`config.mk`:
```
export PLATFORM = sky130hd
export DESIGN_NAME = bcb_exec
export DESIGN_NICKNAME = d
export VERILOG_FILES = /design/src/logic/bcb_pkg.sv /design/src/logic/bcb_ret_stack.sv /design/src/logic/bcb_exec.sv
export SDC_FILE = /design/constraint.sdc
export NUM_CORES = 1
export LEC_CHECK = 0
export BUFFER_PORTS_ARGS = -buffer_cell sky130_fd_sc_hd__buf_2
export CORE_MARGIN = 4
export CORE_UTILIZATION = 55
export DETAILED_ROUTE_END_ITERATION = 8
export PLACE_DENSITY = 0.73
export SYNTH_ARGS = -nofsm -noshare
export SYNTH_HDL_FRONTEND = slang
export SYNTH_SLANG_ARGS = --single-unit
export TNS_END_PERCENT = 20
```
`constraint.sdc`:
```
create_clock -name clk_i -period 4.28 [get_ports clk_i]
set_clock_uncertainty 0.05 [all_clocks]
set_input_delay 0.856 -clock clk_i [delete_from_list [all_inputs] [get_ports clk_i]]
set_output_delay 0.856 -clock clk_i [all_outputs]
set_load 0.005 [all_outputs]
```
`src/logic/bcb_pkg.sv`:
```
package bcb_pkg;

    // ------------------------------------------------------------
    // operation codes presented on op_i
    // ------------------------------------------------------------
    typedef enum logic [3:0] {
        BCB_OP_NONE = 4'h0,
        BCB_OP_XOR_BIT = 4'h1,
        BCB_OP_XOR_INV_BIT = 4'h2,
        BCB_OP_LOAD_BIT = 4'h3,
        BCB_OP_LOAD_INV_BIT = 4'h4,
        BCB_OP_STORE_BIT = 4'h5,
        BCB_OP_STORE_INV_BIT = 4'h6,
        BCB_OP_BRANCH = 4'h7,
        BCB_OP_JUMP = 4'h8,
        BCB_OP_CALL_REL = 4'h9,
        BCB_OP_CALL_ABS = 4'hA,
        BCB_OP_RETURN = 4'hB
    } bcb_op_t;

    // ------------------------------------------------------------
    // branch condition field encodings
    // ------------------------------------------------------------
    typedef enum logic [3:0] {
        BCB_CC_ALWAYS = 4'h0,
        BCB_CC_NEVER = 4'h1,
        BCB_CC_HIGH = 4'h2,
        BCB_CC_LOW_SAME = 4'h3,
        BCB_CC_CARRY_CLR = 4'h4,
        BCB_CC_CARRY_SET = 4'h5,
        BCB_CC_NOT_EQUAL = 4'h6,
        BCB_CC_EQUAL = 4'h7,
        BCB_CC_OVF_CLR = 4'h8,
        BCB_CC_OVF_SET = 4'h9,
        BCB_CC_PLUS = 4'hA,
        BCB_CC_MINUS = 4'hB,
        BCB_CC_GE = 4'hC,
        BCB_CC_LT = 4'hD,
        BCB_CC_GT = 4'hE,
        BCB_CC_LE = 4'hF
    } bcb_cc_t;

    // operand addressing modes usable by bit instructions
    typedef enum logic [1:0] {
        BCB_EA_REG = 2'h0,
        BCB_EA_REG_IND = 2'h1,
        BCB_EA_ABS = 2'h2,
        BCB_EA_BAD = 2'h3
    } bcb_ea_t;

    localparam int BCB_PC_W = 24;
    localparam int BCB_INSN_BYTES = 2;
    localparam int BCB_STACK_DEPTH = 16;
    localparam logic [23:0] BCB_PC_RESET = 24'h000000;
    localparam logic BCB_CARRY_RESET = 1'b0;

endpackage : bcb_pkg

```
`src/logic/bcb_ret_stack.sv`:
```
`timescale 1ns/10ps
// return address memory; read data registered
module bcb_ret_stack #(
    parameter int WIDTH = 24,
    parameter int DEPTH = 16
) (
    input wire logic clk_i,
    input wire logic wr_i,
    input wire logic [$clog2(DEPTH)-1:0] waddr_i,
    input wire logic [WIDTH-1:0] wdata_i,
    input wire logic [$clog2(DEPTH)-1:0] raddr_i,
    output logic [WIDTH-1:0] rdata_o
);
    logic [WIDTH-1:0] mem [DEPTH];

    // refuse geometry the addressing cannot serve; a wrapping pointer needs a power-of-two depth
    if (DEPTH < 2 || WIDTH < 1 || (DEPTH & (DEPTH - 1)) != 0) begin : g_bad_geometry
        $error("bcb_ret_stack: bad geometry");
    end

    // ------------------------------------------------------------
    // write port and registered read port
    // ------------------------------------------------------------
    always_ff @(posedge clk_i) begin
        if (wr_i) begin
            mem[waddr_i] <= wdata_i;
        end
        rdata_o <= mem[raddr_i];
    end
endmodule : bcb_ret_stack

```
`src/logic/bcb_exec.sv`:
```
`timescale 1ns/10ps
// How it works
// - xor with bit sets carry to carry xor the chosen operand bit, operand untouched.
// - inverted xor sets carry to carry xor the complement of the chosen bit.
// - inverted xor, load and store take the bit position only from the 3-bit immediate.
// - load bit copies the chosen bit into carry and no other flag changes.
// - inverted load writes the complement of the chosen bit into carry.
// - store carry writes carry into the chosen bit and keeps the other seven bits.
// - inverted store writes inverted carry into the chosen bit and keeps the rest.
// - a conditional branch loads the target only when its condition holds, always and never included.
// - high, low-or-same, carry clear/set and not-equal/equal test carry and zero as listed.
// - overflow, sign, signed compare conditions test v, n, n xor v and z or (n xor v).
// - return loads the address saved by the latest call.
// - bit operands use register direct, register indirect or absolute addressing only.
module bcb_exec
    import bcb_pkg::*;
#(
    parameter int PC_W = bcb_pkg::BCB_PC_W,
    parameter int STACK_DEPTH = bcb_pkg::BCB_STACK_DEPTH
) (
    input wire logic clk_i,
    input wire logic rst_n_i,
    input wire logic valid_i,
    input wire bcb_pkg::bcb_op_t op_i,
    input wire bcb_pkg::bcb_cc_t cc_i,
    input wire bcb_pkg::bcb_ea_t ea_mode_i,
    input wire logic [2:0] bit_imm_i,
    input wire logic [2:0] bit_reg_i,
    input wire logic [7:0] operand_i,
    input wire logic [PC_W-1:0] target_i,
    input wire logic flag_z_i,
    input wire logic flag_v_i,
    input wire logic flag_n_i,
    output logic carry_o,
    output logic carry_we_o,
    output logic [7:0] result_o,
    output logic result_we_o,
    output logic [PC_W-1:0] pc_o,
    output logic busy_o,
    output logic illegal_o
);
    import bcb_pkg::*;

    localparam int SP_W = $clog2(STACK_DEPTH);

    // elaboration checks; the stack pointer wraps, so depth must be a power of two
    if (PC_W < 8 || PC_W > 32) begin : g_bad_pc_w
        $error("bcb_exec: PC_W out of range");
    end
    if (STACK_DEPTH < 2 || (STACK_DEPTH & (STACK_DEPTH - 1)) != 0) begin : g_bad_depth
        $error("bcb_exec: STACK_DEPTH must be a power of two, at least 2");
    end

    // ------------------------------------------------------------
    // helpers
    // ------------------------------------------------------------
    // selected operand bit by 3-bit position
    function automatic logic pick_bit(input logic [7:0] b, input logic [2:0] pos);
        pick_bit = b[pos];
    endfunction : pick_bit

    // replace one bit, keep the other seven
    function automatic logic [7:0] put_bit(input logic [7:0] b, input logic [2:0] pos, input logic v);
        logic [7:0] r;
        r = b;
        r[pos] = v;
        put_bit = r;
    endfunction : put_bit

    // branch condition evaluator
    function automatic logic cond_true(input bcb_cc_t cc, input logic c, input logic z,
                                       input logic v, input logic n);
        unique case (cc)
            BCB_CC_ALWAYS: cond_true = 1'b1;
            BCB_CC_NEVER: cond_true = 1'b0;
            BCB_CC_HIGH: cond_true = ~(c | z);
            BCB_CC_LOW_SAME: cond_true = c | z;
            BCB_CC_CARRY_CLR: cond_true = ~c;
            BCB_CC_CARRY_SET: cond_true = c;
            BCB_CC_NOT_EQUAL: cond_true = ~z;
            BCB_CC_EQUAL: cond_true = z;
            BCB_CC_OVF_CLR: cond_true = ~v;
            BCB_CC_OVF_SET: cond_true = v;
            BCB_CC_PLUS: cond_true = ~n;
            BCB_CC_MINUS: cond_true = n;
            BCB_CC_GE: cond_true = ~(n ^ v);
            BCB_CC_LT: cond_true = n ^ v;
            BCB_CC_GT: cond_true = ~(z | (n ^ v));
            BCB_CC_LE: cond_true = z | (n ^ v);
        endcase
    endfunction : cond_true

    // ------------------------------------------------------------
    // decode
    // ------------------------------------------------------------
    logic is_bit_op;
    logic ea_ok;
    logic bit_sel;
    logic [PC_W-1:0] next_seq_pc;
    logic [SP_W-1:0] sp;
    logic ret_wait;
    logic [PC_W-1:0] ret_addr;

    // inverted forms and the plain forms here all use the immediate; the
    // register bit number belongs to the set/clear/invert/test group only
    assign is_bit_op = (op_i inside {BCB_OP_XOR_BIT, BCB_OP_XOR_INV_BIT, BCB_OP_LOAD_BIT,
                                     BCB_OP_LOAD_INV_BIT, BCB_OP_STORE_BIT, BCB_OP_STORE_INV_BIT});
    assign ea_ok = (ea_mode_i != BCB_EA_BAD);
    assign bit_sel = pick_bit(operand_i, bit_imm_i);
    assign next_seq_pc = pc_o + PC_W'(BCB_INSN_BYTES);
    assign busy_o = ret_wait;

    // ------------------------------------------------------------
    // carry flag
    // ------------------------------------------------------------
    always_ff @(posedge clk_i or negedge rst_n_i) begin
        if (!rst_n_i) begin
            carry_o <= BCB_CARRY_RESET;
            carry_we_o <= 1'b0;
        end else begin
            carry_we_o <= 1'b0;
            if (valid_i && !ret_wait && ea_ok) begin
                unique case (op_i)
                    BCB_OP_XOR_BIT: begin
                        carry_o <= carry_o ^ bit_sel;
                        carry_we_o <= 1'b1;
                    end
                    BCB_OP_XOR_INV_BIT: begin
                        carry_o <= carry_o ^ ~bit_sel;
                        carry_we_o <= 1'b1;
                    end
                    BCB_OP_LOAD_BIT: begin
                        carry_o <= bit_sel;
                        carry_we_o <= 1'b1;
                    end
                    BCB_OP_LOAD_INV_BIT: begin
                        carry_o <= ~bit_sel;
                        carry_we_o <= 1'b1;
                    end
                    default: ;
                endcase
            end
        end
    end

    // ------------------------------------------------------------
    // byte write-back for the store forms
    // ------------------------------------------------------------
    always_ff @(posedge clk_i or negedge rst_n_i) begin
        if (!rst_n_i) begin
            result_o <= 8'h00;
            result_we_o <= 1'b0;
        end else begin
            result_we_o <= 1'b0;
            if (valid_i && !ret_wait && ea_ok) begin
                if (op_i == BCB_OP_STORE_BIT) begin
                    result_o <= put_bit(operand_i, bit_imm_i, carry_o);
                    result_we_o <= 1'b1;
                end else if (op_i == BCB_OP_STORE_INV_BIT) begin
                    result_o <= put_bit(operand_i, bit_imm_i, ~carry_o);
                    result_we_o <= 1'b1;
                end else if (is_bit_op) begin
                    result_o <= operand_i; // xor/load leave the byte as it was
                end
            end
        end
    end

    // illegal addressing on a bit op is reported, not executed
    always_ff @(posedge clk_i or negedge rst_n_i) begin
        if (!rst_n_i) begin
            illegal_o <= 1'b0;
        end else begin
            illegal_o <= valid_i && !ret_wait && is_bit_op && !ea_ok;
        end
    end

    // ------------------------------------------------------------
    // return stack pointer and memory
    // ------------------------------------------------------------
    logic push;
    logic pop;
    assign push = valid_i && !ret_wait && (op_i == BCB_OP_CALL_REL || op_i == BCB_OP_CALL_ABS);
    assign pop = valid_i && !ret_wait && (op_i == BCB_OP_RETURN);

    // pointer wraps on overflow; deep recursion overwrites the oldest entry
    always_ff @(posedge clk_i or negedge rst_n_i) begin
        if (!rst_n_i) begin
            sp <= '0;
        end else if (push) begin
            sp <= sp + SP_W'(1);
        end else if (pop) begin
            sp <= sp - SP_W'(1);
        end
    end

    bcb_ret_stack #(
        .WIDTH(PC_W),
        .DEPTH(STACK_DEPTH)
    ) u_stack (
        .clk_i(clk_i),
        .wr_i(push),
        .waddr_i(sp),
        .wdata_i(next_seq_pc),
        .raddr_i(sp - SP_W'(1)),
        .rdata_o(ret_addr)
    );

    // registered stack read costs one extra cycle on return
    always_ff @(posedge clk_i or negedge rst_n_i) begin
        if (!rst_n_i) begin
            ret_wait <= 1'b0;
        end else begin
            ret_wait <= pop;
        end
    end

    // ------------------------------------------------------------
    // program counter
    // ------------------------------------------------------------
    always_ff @(posedge clk_i or negedge rst_n_i) begin
        if (!rst_n_i) begin
            pc_o <= PC_W'(BCB_PC_RESET);
        end else if (ret_wait) begin
            pc_o <= ret_addr;
        end else if (valid_i) begin
            unique case (op_i)
                BCB_OP_BRANCH: begin
                    pc_o <= cond_true(cc_i, carry_o, flag_z_i, flag_v_i, flag_n_i) ? target_i : next_seq_pc;
                end
                BCB_OP_JUMP, BCB_OP_CALL_REL, BCB_OP_CALL_ABS: begin
                    pc_o <= target_i;
                end
                BCB_OP_RETURN: begin
                    pc_o <= pc_o; // wait for stacked address
                end
                default: begin
                    pc_o <= next_seq_pc;
                end
            endcase
        end
    end
endmodule : bcb_exec

```
==> summary.txt, run 1 <==
Status
  • Run status: complete, no violations

Clock network
  • CTS tree: yes
  • Postcts setup bufs: 0
  • Worst skew pair latency: between 0.5 and 0.6 ns
  • Clock Sinks: around 450
  • Hold_buf cts: 0
  • Post_cts resized: 0
  • Max clock buf depth: 3
  • Root cell of the clock tree: clkbuf_16
  • # H-tree levels: 2
  • Clock Pin Slew Worst Setup and Hold Paths: 0.06 ns
  • CTS Buf Count: 46

Timing
  • Fmax: 327.5 MHz
  • Final setup vio count: 0
  • RSZ-0062 raised after global routing: no
  • Fin. Hold Viols: 0
  • Measured slew at the worst slew-check pin: approximately 1.2 ns
  • Slew headroom: between 10% and 20%
  • Accumulated negative setup slack: 0 ns
  • Max-slew violation count: 0
  • Final worst path period need: 3.053 ns
  • Final period util: 71.34%

Yosys
  • Synth area leaders: edfxtp_1, mux4_2, dfrtp_1
  • Top_reg_cell synth: edfxtp_1
  • Synthesized cell area: 18110 um^2
  • Yosys warns: 0
  • Sequential-to-total area share from yosys stat: 72.00%
  • Yosys top cell by area: edfxtp_1
  • Number of synthesized flops with an enable pin: ~380
  • Commonest cells post-synth: edfxtp_1, mux4_2, nand2_1
  • Avg Synthesized Cell Area: 18.82 um^2
  • FF+latch count, synth: 449
  • Ys async rst share: 9.131%
  • Post-synthesis cell type count: 61
  • Mapped Cells: 962
  • Share of the synthesized area in the top cell type: a little under two thirds
  • Most common cell in the netlist: edfxtp_1
  • Post-synth net total: 1022

Die
  • Die width: 189.5 um
  • Total core area: between 30000 and 40000 um^2
  • I/O pins: 91
  • Cell Rows: 66
  • Die extent in y: 189.5 um
  • DIE AREA: 35890 um^2
  • Starting Density: 55.66%

Routing
  • Starting DRC count in detailed routing: just over 1000
  • Vias per std cell: 6.173
  • Wire length per cell: 26.00 um
  • Antenna viol nets, final: 0
  • DRT Pass-1 Iters: 5
  • Total routed wirelength: just over 40 mm
  • Vias: 9723
  • Number of remaining DRC errors: 0

Final layout
  • Antenna diodes: 0
  • Nets: about 1200
  • Layout cells sized above 1: 31.42%
  • Area growth syn-to-layout: 16.09%

Place
  • HPWL after DPL: between 20 and 25 mm
  • Port bufs: 87
  • Placer congestion estimate: 0.8197

Power and ir drop
  • Pwr dens: 656.2 nW/um^2
  • Max VDD drop: 638.8 uV
  • Pwr Total: 13.79 mW
  • Leak: 7.135 nW

Setup path
  • RR Endpoint: pc_o[10]
  • Setup Crit Path Kind: reg2reg
  • Worst Setup SP: pc_o[3]
  • CP max stage delay: 0.97 ns
  • CP max FO: 17
  • Critical Path End: pc_o[10]
  • CP cell instances: and4_1 -> and3_1 -> nand4_1 -> xnor2_1 -> mux2i_1 -> o22ai_1
  • Crit path required time: 4.69 ns
  • Critical path's top delay family: simple AND/OR/NAND/NOR gates
  • Crit path buf inv count: 0
  • R2r worst-path depth: 6
  • WP data arrival: 3.47 ns
  • CP Capture Type: flop
  • Worst reg-to-reg setup slack: around 1.2 ns
  • R2r startpoint: pc_o[3]
  • Crit path depth: 6
  • Slowest cell on the critical path: xnor2_1
  • Nature of the critical path startpoint: flop

GRT
  • First-pass GRT wire length: around 62 mm
  • Gr ovfl total: 0
  • Pin count of the biggest net entering global routing: ~100
  • Initial antenna violation count: 0
  • Gr usage total: 23.05%
  • Vias in the first global route: 9861

Min path
  • Hold WC Path Type: in2async

Job
  • Max_cap viols: 0
-- area by class of cell --
| cell class | count | area (um^2) |
|---|---|---|
| inverters | 10 | 37.54 |
| well taps | 442 | 553.0 |
| clock buffers | 62 | 1232 |
| flip-flops and latches | 449 | 13040 |
| fillers | 2222 | 11510 |
| clock inverters | 21 | 285.3 |
| repair buffers | 140 | 920.9 |
| multi-input cells | 451 | 4951 |
-- worst min-delay path by stage --
stage | slack [ns] | from | depth (start not counted) | endpoint
2_1_floorplan | 0.37 | u_stack.rdata_o[2] | 2 | pc_o[2]
3_5_place_dp | 0.40 | u_stack.rdata_o[2] | 2 | pc_o[2]
6_report | 0.35 | rst_n_i | 1 | carry_o
3_3_place_gp | 0.40 | u_stack.rdata_o[1] | 2 | pc_o[1]
4_1_cts | 0.34 | rst_n_i | 1 | carry_o
5_1_grt | 0.37 | rst_n_i | 1 | carry_o
-- logic make-up after synthesis --
group	Yosys count	share of synthesized area (%)
flip-flops	449	72.00
adder cells (fa/ha/maj)	6	0.4146
AND/OR/NAND/NOR	172	4.629
multiplexers	142	16.16
XOR/XNOR	29	1.403
buffers and inverters	62	1.485
AO/OA/AOI/OAI	102	3.911
-- state kept, by name, summed over array words and instances, names as in the netlist --
| signal | flops |
|---|---|
| busy_o | 1 |
| result_we_o | 1 |
| illegal_o | 1 |
| sp | 4 |
| result_o | 8 |
| carry_we_o | 1 |
| u_stack.mem | 384 |
| u_stack.rdata_o | 24 |
| pc_o | 24 |
| carry_o | 1 |
-- through the flow --
step | area [um^2] | worst slack [ns] | util, % | hold slack, ns | std cells
finish | 21020 | 1.227 | 64.61 | 0.3478 | 1575
global route | 21020 | 0.9330 | 64.61 | 0.3667 | 1575
CTS | 21010 | 1.252 | 64.59 | 0.3371 | 1575
detailed placement | 19500 | 0.7366 | 59.92 | 0.3953 | 1492
global placement | 19500 | 0.7853 | 59.92 | 0.3966 | 1492
floorplan | 18110 | 0.1689 | - | 0.3696 | 962
-- layout by cell type (no fill, tap or decap), types with 10 or more instances in the layout --
cell type / instances
and3_1: 10
nor2_1: 32
edfxtp_1: 384
nand3_1: 16
xnor2_1: 20
mux2i_1: 19
o21ai_0: 24
clkbuf_16: 47
nor2_4: 12
buf_2: 87
nand2_1: 49
clkbuf_1: 15
buf_4: 46
dfxtp_1: 24
mux4_2: 120
a21oi_1: 22
o22ai_1: 13
dfrtp_1: 40
-- worst register-to-register path: stages, from the launching register on --
cell and delay, ns:
dfrtp_1 0.47, and4_1 0.25, and3_1 0.66, nand4_1 0.21
xnor2_1 0.97, mux2i_1 0.17, o22ai_1 0.20
-- where the power goes --
part	leakage [nW]	switching, mW	internal [mW]	total, mW
clock	0.738	1.59	2.44	4.03
sequential	4.18	0.257	5.36	5.61
combinational	2.21	2.06	2.09	4.15
-- routing by layer --
layer	vias up	GRT usage (%)	part of all wire, %
li1	4180	-	-
met1	5041	33.58	41
met2	439	36.76	48
met3	63	4.480	8.2
met4	0	5.871	2.3
met5	-	0	0
Note: power is estimated with default switching activity, not from simulation.
==> inputs of run 2 (changes only) <==
Settings changed: ABC_AREA set to 1.
Clock period 4.28 ns to 3.1 ns, I/O delays scaled along.
==> run 2 against run 1 <==
Net effect: final cell count rose by 43%; clock power is 32% higher; die area is 5.2% higher; first-iteration DRC count rose by 37%; non-clock buffer count shrank 9; wire length increased by 13%; synthesized cell count is 75% higher; total power is 48% higher; largest power group unchanged; synthesized area rose by 5.4%.
==> summary.txt, run 2 <==
Clock network
  • Hold_buf cts: 0 (unchanged)
  • Post_cts resized: 0 (unchanged)
  • Worst skew pair latency: 0.56 ns (+0.02 ns)
  • Clock Sinks: 449 (unchanged)
  • Root cell of the clock tree: clkbuf_16
  • Postcts setup bufs: 0 (unchanged)
  • Max clock buf depth: 3 (unchanged)
  • CTS Buf Count: 46 (unchanged)
  • # H-tree levels: 2 (unchanged)
  • CTS tree: yes
  • Clock Pin Slew Worst Setup and Hold Paths: 0.06 ns (about the same)

Setup path
  • Setup Crit Path Kind: reg2reg
  • Slowest cell on the critical path: buf_12
  • CP max FO: 195 (+178)
  • CP max stage delay: 0.54 ns (-0.43 ns)
  • CP cell instances: buf_12 -> ha_1 -> nand2_1 -> nor2_4 -> buf_4
  • R2r worst-path depth: 5 (-1)
  • Crit path depth: 5 (-1)
  • Critical path's top delay family: buffers and inverters
  • WP data arrival: 2.73 ns (-0.74 ns)
  • Nature of the critical path startpoint: flop
  • Crit path buf inv count: 2 (+2)
  • Crit path required time: 3.28 ns (-1.41 ns)
  • CP Capture Type: flop

Place
  • Placer congestion estimate: 0.9128 (+11%)
  • HPWL after DPL: 27.39 mm (+13%)
  • Port bufs: 87 (unchanged)

Die
  • DIE AREA: 37750 um^2 (+5.2%)
  • Die width: 194.3 um (+2.6%)
  • Cell Rows: 67 (+1.5%)
  • Total core area: 33870 um^2 (+4.1%)
  • Die extent in y: 194.3 um (+2.6%)
  • Starting Density: 56.37% (+0.71 points)
  • I/O pins: 91 (unchanged)

Yosys
  • Most common cell in the netlist: nor2_1
  • Synthesized cell area: 19090 um^2 (+5.4%)
  • Ys async rst share: 9.131% (unchanged)
  • Sequential-to-total area share from yosys stat: 68.29% (-3.7 points)
  • Synth Area in Adders: 0.3932% (-0.021 points)
  • Avg Synthesized Cell Area: 11.36 um^2 (-40%)
  • Yosys top cell by area: edfxtp_1
  • Share of the synthesized area in the top cell type: 60.40% (-3.3 points)
  • Mux share of post-synthesis cell area: 1.311% (-15 points)
  • Number of synthesized flops with an enable pin: 384 (unchanged)
  • Post-Synth XOR/XNOR Area: 0.6292% (-0.77 points)
  • FF+latch count, synth: 449 (unchanged)
  • Post-synth net total: 1740 (+70%)
  • Yosys warns: 0 (unchanged)
  • Top_reg_cell synth: edfxtp_1
  • Post-synthesis cell type count: 42 (-31%)
  • Commonest cells post-synth: nor2_1, edfxtp_1, nand2_1
  • Post-Synth Simple-Gate Area: 15.02% (+10 points)
  • Compound-Gate Fraction of Synth Area: 10.45% (+6.5 points)
  • Mapped Cells: 1680 (+75%)
  • Synth area leaders: edfxtp_1, nor2_1, dfrtp_1
  • Combinational family with the most area after synthesis: simple AND/OR/NAND/NOR gates

Timing
  • Final setup vio count: 0 (unchanged)
  • Fmax: 392.1 MHz (+20%)
  • Slew headroom: 30.59% (+12 points)
  • Final worst path period need: 2.550 ns (-0.5034 ns)
  • Accumulated negative setup slack: 0 ns (unchanged)
  • Max-slew violation count: 0 (unchanged)
  • Measured slew at the worst slew-check pin: 1.041 ns (-0.1786 ns)
  • Fin. Hold Viols: 0 (unchanged)
  • RSZ-0062 raised after global routing: no
  • Final period util: 82.26% (+11 points)

Min path
  • Hold WC Path Type: in2async

Routing
  • DRT Pass-1 Iters: 5 (unchanged)
  • Number of remaining DRC errors: 0 (unchanged)
  • Vias per std cell: 5.916 (-4.2%)
  • Total routed wirelength: 46.43 mm (+13%)
  • Antenna viol nets, final: 0 (unchanged)
  • Starting DRC count in detailed routing: 1386 (+37%)
  • Vias: 13328 (+37%)
  • Wire length per cell: 20.61 um (-21%)

Final layout
  • Nets: 1827 (+58%)
  • Max FFs per register: 384 (unchanged)
  • Biggest register: u_stack.mem
  • Area growth syn-to-layout: 13.98%
  • Most frequent cells in the layout: edfxtp_1, nor2_1, nand2_1
  • Layout cells sized above 1: 13.58% (-18 points)
  • Most common cell after layout, fill and taps aside: edfxtp_1
  • Top flop regs: u_stack.mem: 384 flops, pc_o: 24 flops, u_stack.rdata_o: 24 flops

GRT
  • Pin count of the biggest net entering global routing: 196 (+92%)
  • Vias in the first global route: 12870 (+31%)
  • Gr ovfl total: 0 (unchanged)
  • Gr usage total: 24.06% (+1.0 points)
  • First-pass GRT wire length: 72.19 mm (+16%)
  • Initial antenna violation count: 0 (unchanged)

Power and ir drop
  • Pwr Total: 20.38 mW (+48%)
  • Leak: 8.014 nW (+12%)
  • Pwr dens: 936.8 nW/um^2 (+43%)
  • Max VDD drop: 1372 uV (+110%)

Job
  • Max_cap viols: 0 (unchanged)

Status
  • Run status: complete, no violations
## run 2: changes by cell type in the layout (fill, tap and decap cells not counted), moves of 61 or more
cell,delta
o21ai_0,+116
nand3_1,+61
o32ai_1,+71
mux4_2,-120
nand2_1,+162
inv_1,+62
nor2_1,+338
## run 2: logic make-up (layout without fill, tap and decap cells)
logic type | count (synthesis) | in the layout
buf+inv | 174 | 298
fa+ha+maj | 6 | 6
simple gates | 709 | 709
compound gates | 305 | 305
mux | 25 | 25
xor+xnor | 12 | 12
flops | 449 | 449
other cells | 0 | 1
## run 2: cell type report
class / instances / area, um^2
inverters: 82 / 310.3
clock inverters: 19 / 176.4
flip-flops and latches: 449 / 13040
fillers: 2517 / 12110
clock buffers: 66 / 1277
well taps: 448 / 560.5
repair buffers: 131 / 928.4
diodes: 1 / 2.502
multi-input cells: 1057 / 5463
## run 2: worst paths after layout
path                                    startpoint            endpoint  slack [ns]
worst max register to register               sp[0]  u_stack.mem[1][17]        0.55
worst max-delay path                         sp[0]  u_stack.mem[1][17]        0.55
worst min-delay path                       rst_n_i             pc_o[2]        0.08
min in group clk_i                    ea_mode_i[1]           illegal_o        0.30
worst min register to register  u_stack.rdata_o[0]             pc_o[0]        0.43
max in group asynchronous                  rst_n_i            pc_o[14]        2.26
## run 2: report_power, final
part | switching [mW] | internal (mW) | leakage (nW) | total (mW)
clock | 2.26 | 3.06 | 0.706 | 5.32
combinational | 5.05 | 2.35 | 3.10 | 7.40
sequential | 0.323 | 7.35 | 4.21 | 7.67
total | 7.63 | 12.8 | 8.01 | 20.4
## run 2: through the flow
step	cells	util (%)	hold WS, ns	cell area, um^2	setup slack (ns)
2_1_floorplan	1680	-	0.2744	19090	0.2948
3_3_place_gp	2167	59.93	0.4005	20300	0.4321
3_5_place_dp	2167	59.93	0.4167	20300	0.4313
4_1_cts	2252	64.22	0.08687	21750	0.5654
5_1_grt	2252	64.24	0.1362	21760	0.4155
6_report	2253	64.25	0.07787	21760	0.5499
## run 2: worst reg2reg max path, cell delays in order (launching register included)
cell and delay [ns]:
dfrtp_4 0.44, buf_12 0.54, ha_1 0.44, nand2_1 0.23
nor2_4 0.16, buf_4 0.33
## run 2: metal layers
metal | track usage [%] | vias to the layer above | part of all wire (%)
met2 | 39.62 | 523 | 49
met3 | 3.411 | 112 | 6.5
li1 | - | 6197 | -
met4 | 8.047 | 0 | 3.2
met5 | 0 | - | 0
met1 | 33.48 | 6496 | 42
==> inputs of run 3 (changes only) <==
Settings changed: PLACE_DENSITY 0.73 to 0.75.
Clock period 3.1 ns to 2.2 ns, I/O delays scaled along.
==> run 3 against run 2 <==
Net effect: final cell count grew 2.7%; utilization grew 2.5 points; sequential power grew 41%; clock power grew 52%; design area grew 3.8%; critical endpoint is now u_stack.rdata_o[8]; sequential cell count is the same; maximum frequency grew 17%.
==> summary.txt, run 3 (synthesis results as in run 2) <==
Status
  • Run status: complete, no violations

Routing
  • Wire length per cell: 20.65 um (+0.22%)
  • Starting DRC count in detailed routing: 1504 (+8.5%)
  • DRT Pass-1 Iters: 6 (+1)
  • Total routed wirelength: 47.79 mm (+2.9%)
  • Antenna viol nets, final: 0 (unchanged)
  • Number of remaining DRC errors: 0 (unchanged)
  • Vias per std cell: 5.893 (-0.39%)
  • Vias: 13636 (+2.3%)

GRT
  • Initial antenna violation count: 0 (unchanged)
  • Gr usage total: 24.46% (+0.40 points)
  • First-pass GRT wire length: 72.79 mm (+0.83%)
  • Vias in the first global route: 12987 (+0.91%)
  • Gr ovfl total: 0 (unchanged)
  • Pin count of the biggest net entering global routing: 109 (-44%)

Setup path
  • Slowest cell on the critical path: inv_2
  • Crit path buf inv count: 2 (unchanged)
  • RR Endpoint: u_stack.rdata_o[8]
  • Worst reg-to-reg setup slack: 0.03 ns (-0.52 ns)
  • Crit path required time: 2.59 ns (-0.69 ns)
  • Setup Crit Path Kind: reg2reg
  • Nature of the critical path startpoint: flop
  • CP max stage delay: 0.54 ns (about the same)
  • R2r startpoint: sp[0]
  • CP max FO: 24 (-88%)
  • R2r worst-path depth: 6 (+1)
  • CP Capture Type: flop
  • WP data arrival: 2.56 ns (-0.17 ns)
  • CP cell instances: inv_4 -> nand3_2 -> xor2_2 -> inv_2 -> o211ai_1 -> o21ai_1
  • Critical path's top delay family: buffers and inverters

Timing
  • Final setup vio count: 0 (unchanged)
  • Measured slew at the worst slew-check pin: 0.7316 ns (-0.3096 ns)
  • Fin. Hold Viols: 0 (unchanged)
  • Final worst path period need: 2.173 ns (-0.3773 ns)
  • Accumulated negative setup slack: 0 ns (unchanged)
  • Hold slack final: 0.1014 ns (+0.02356 ns)
  • Fmax: 460.2 MHz (+17%)
  • Max-slew violation count: 0 (unchanged)
  • Final period util: 98.77% (+17 points)
  • Slew headroom: 51.15% (+21 points)

Final layout
  • Top flop regs: u_stack.mem: 384 flops, pc_o: 24 flops, u_stack.rdata_o: 24 flops
  • Area growth syn-to-layout: 18.34%
  • Fillers: 2438 (-3.1%)
  • Max FFs per register: 384 (unchanged)
  • Multi-input logic area: 5430 um^2 (-0.60%)
  • Most frequent cells in the layout: edfxtp_1, nor2_1, nand2_1
  • Final std cell area, no fill: 22590 um^2 (+3.8%)
  • Layout cells sized above 1: 17.10% (+3.5 points)
  • Fin util: 66.71% (+2.5 points)
  • Biggest register: u_stack.mem
  • Antenna diodes: 0 (-1)
  • Most common cell after layout, fill and taps aside: edfxtp_1
  • Layout Cells excl Fill: 2314 (+2.7%)
  • Flip-flop and latch area: 13040 um^2 (unchanged)
  • Nets: 1890 (+3.4%)

Die
  • Starting Density: 56.37% (unchanged)
  • Total core area: 33870 um^2 (unchanged)
  • Die width: 194.3 um (unchanged)
  • I/O pins: 91 (unchanged)
  • Die extent in y: 194.3 um (unchanged)
  • DIE AREA: 37750 um^2 (unchanged)
  • Cell Rows: 67 (unchanged)

Clock network
  • Worst skew pair latency: 0.55 ns (about the same)
  • # H-tree levels: 2 (unchanged)
  • CTS Buf Count: 45 (-2.2%)
  • Clock Sinks: 449 (unchanged)
  • Root cell of the clock tree: clkbuf_16
  • Clock Pin Slew Worst Setup and Hold Paths: 0.06 ns (about the same)
  • CTS tree: yes
  • Max clock buf depth: 3 (unchanged)

Job
  • Max_cap viols: 0 (unchanged)

Min path
  • Hold WC Path Type: in2reg
  • Hold path endpoint: illegal_o
  • Hold path cells: 3
  • Hold Crit Start: ea_mode_i[1]

Place
  • Placer congestion estimate: 0.9249 (+1.3%)
  • Placed Cells: 2225 (+2.7%)
  • Port bufs: 87 (unchanged)
  • HPWL after DPL: 29.35 mm (+7.2%)
  • Placed cell area: 20940 um^2 (+3.2%)

Power and ir drop
  • Leak: 8.450 nW (+5.4%)
  • Pwr dens: 1331 nW/um^2 (+42%)
  • Max VDD drop: 1157 uV (-16%)
==> run 3: worst max-delay path by stage <==
stage | cells after the start | start | slack (ns) | end
2_1_floorplan | 8 | busy_o | -0.12 | u_stack.mem[11][0]
3_3_place_gp | 11 | op_i[3] | -0.08 | u_stack.mem[15][4]
3_5_place_dp | 11 | op_i[3] | -0.08 | u_stack.mem[15][4]
4_1_cts | 7 | sp[0] | 0.06 | u_stack.rdata_o[8]
5_1_grt | 12 | pc_o[2] | -0.01 | pc_o[17]
6_report | 6 | sp[0] | 0.03 | u_stack.rdata_o[8]
==> run 3: layout make-up <==
| cell class | instances | share of cell area (%) |
|---|---|---|
| multi-input cells | 1057 | 24.04 |
| flip-flops and latches | 449 | 57.72 |
| inverters | 82 | 1.407 |
| clock buffers | 52 | 5.283 |
| clock inverters | 31 | 1.717 |
| well taps | 448 | 2.481 |
| repair buffers | 195 | 7.354 |
==> run 3: worst register-to-register path, stage by stage (launching register included) <==
cell	delay [ns]
dfrtp_4	0.53
inv_4	0.13
nand3_2	0.10
xor2_2	0.16
inv_2	0.54
o211ai_1	0.33
o21ai_1	0.23
==> run 3: routing by layer <==
layer / vias up / track usage (%) / part of all wire [%]
li1: 6298 / - / -
met1: 6625 / 33.28 / 40
met2: 614 / 40.70 / 48
met3: 99 / 3.999 / 8.0
met4: 0 / 8.255 / 3.3
met5: - / 0 / 0
==> run 3: power by group <==
group / leakage [nW] / total (mW) / internal [mW] / switching, mW
combinational: 3.46 / 11.2 / 3.95 / 7.26
sequential: 4.21 / 10.8 / 10.3 / 0.437
clock: 0.780 / 8.08 / 4.95 / 3.14
==> run 3: timing repair <==
item,4_1_cts,5_1_grt
hold endpoints to repair,20,0
resized for setup,0,4
buffers inserted,0,5
hold buffers,1,0
endpoints found under the setup margin,0,18
==> run 3: stage by stage <==
step           total power [mW]  setup slack [ns]
6_report                  30.07           0.02716
3_5_place_dp              21.78          -0.08002
4_1_cts                   29.90           0.06056
2_1_floorplan             17.87           -0.1159
5_1_grt                   31.54          -0.01369
3_3_place_gp              21.42          -0.08188
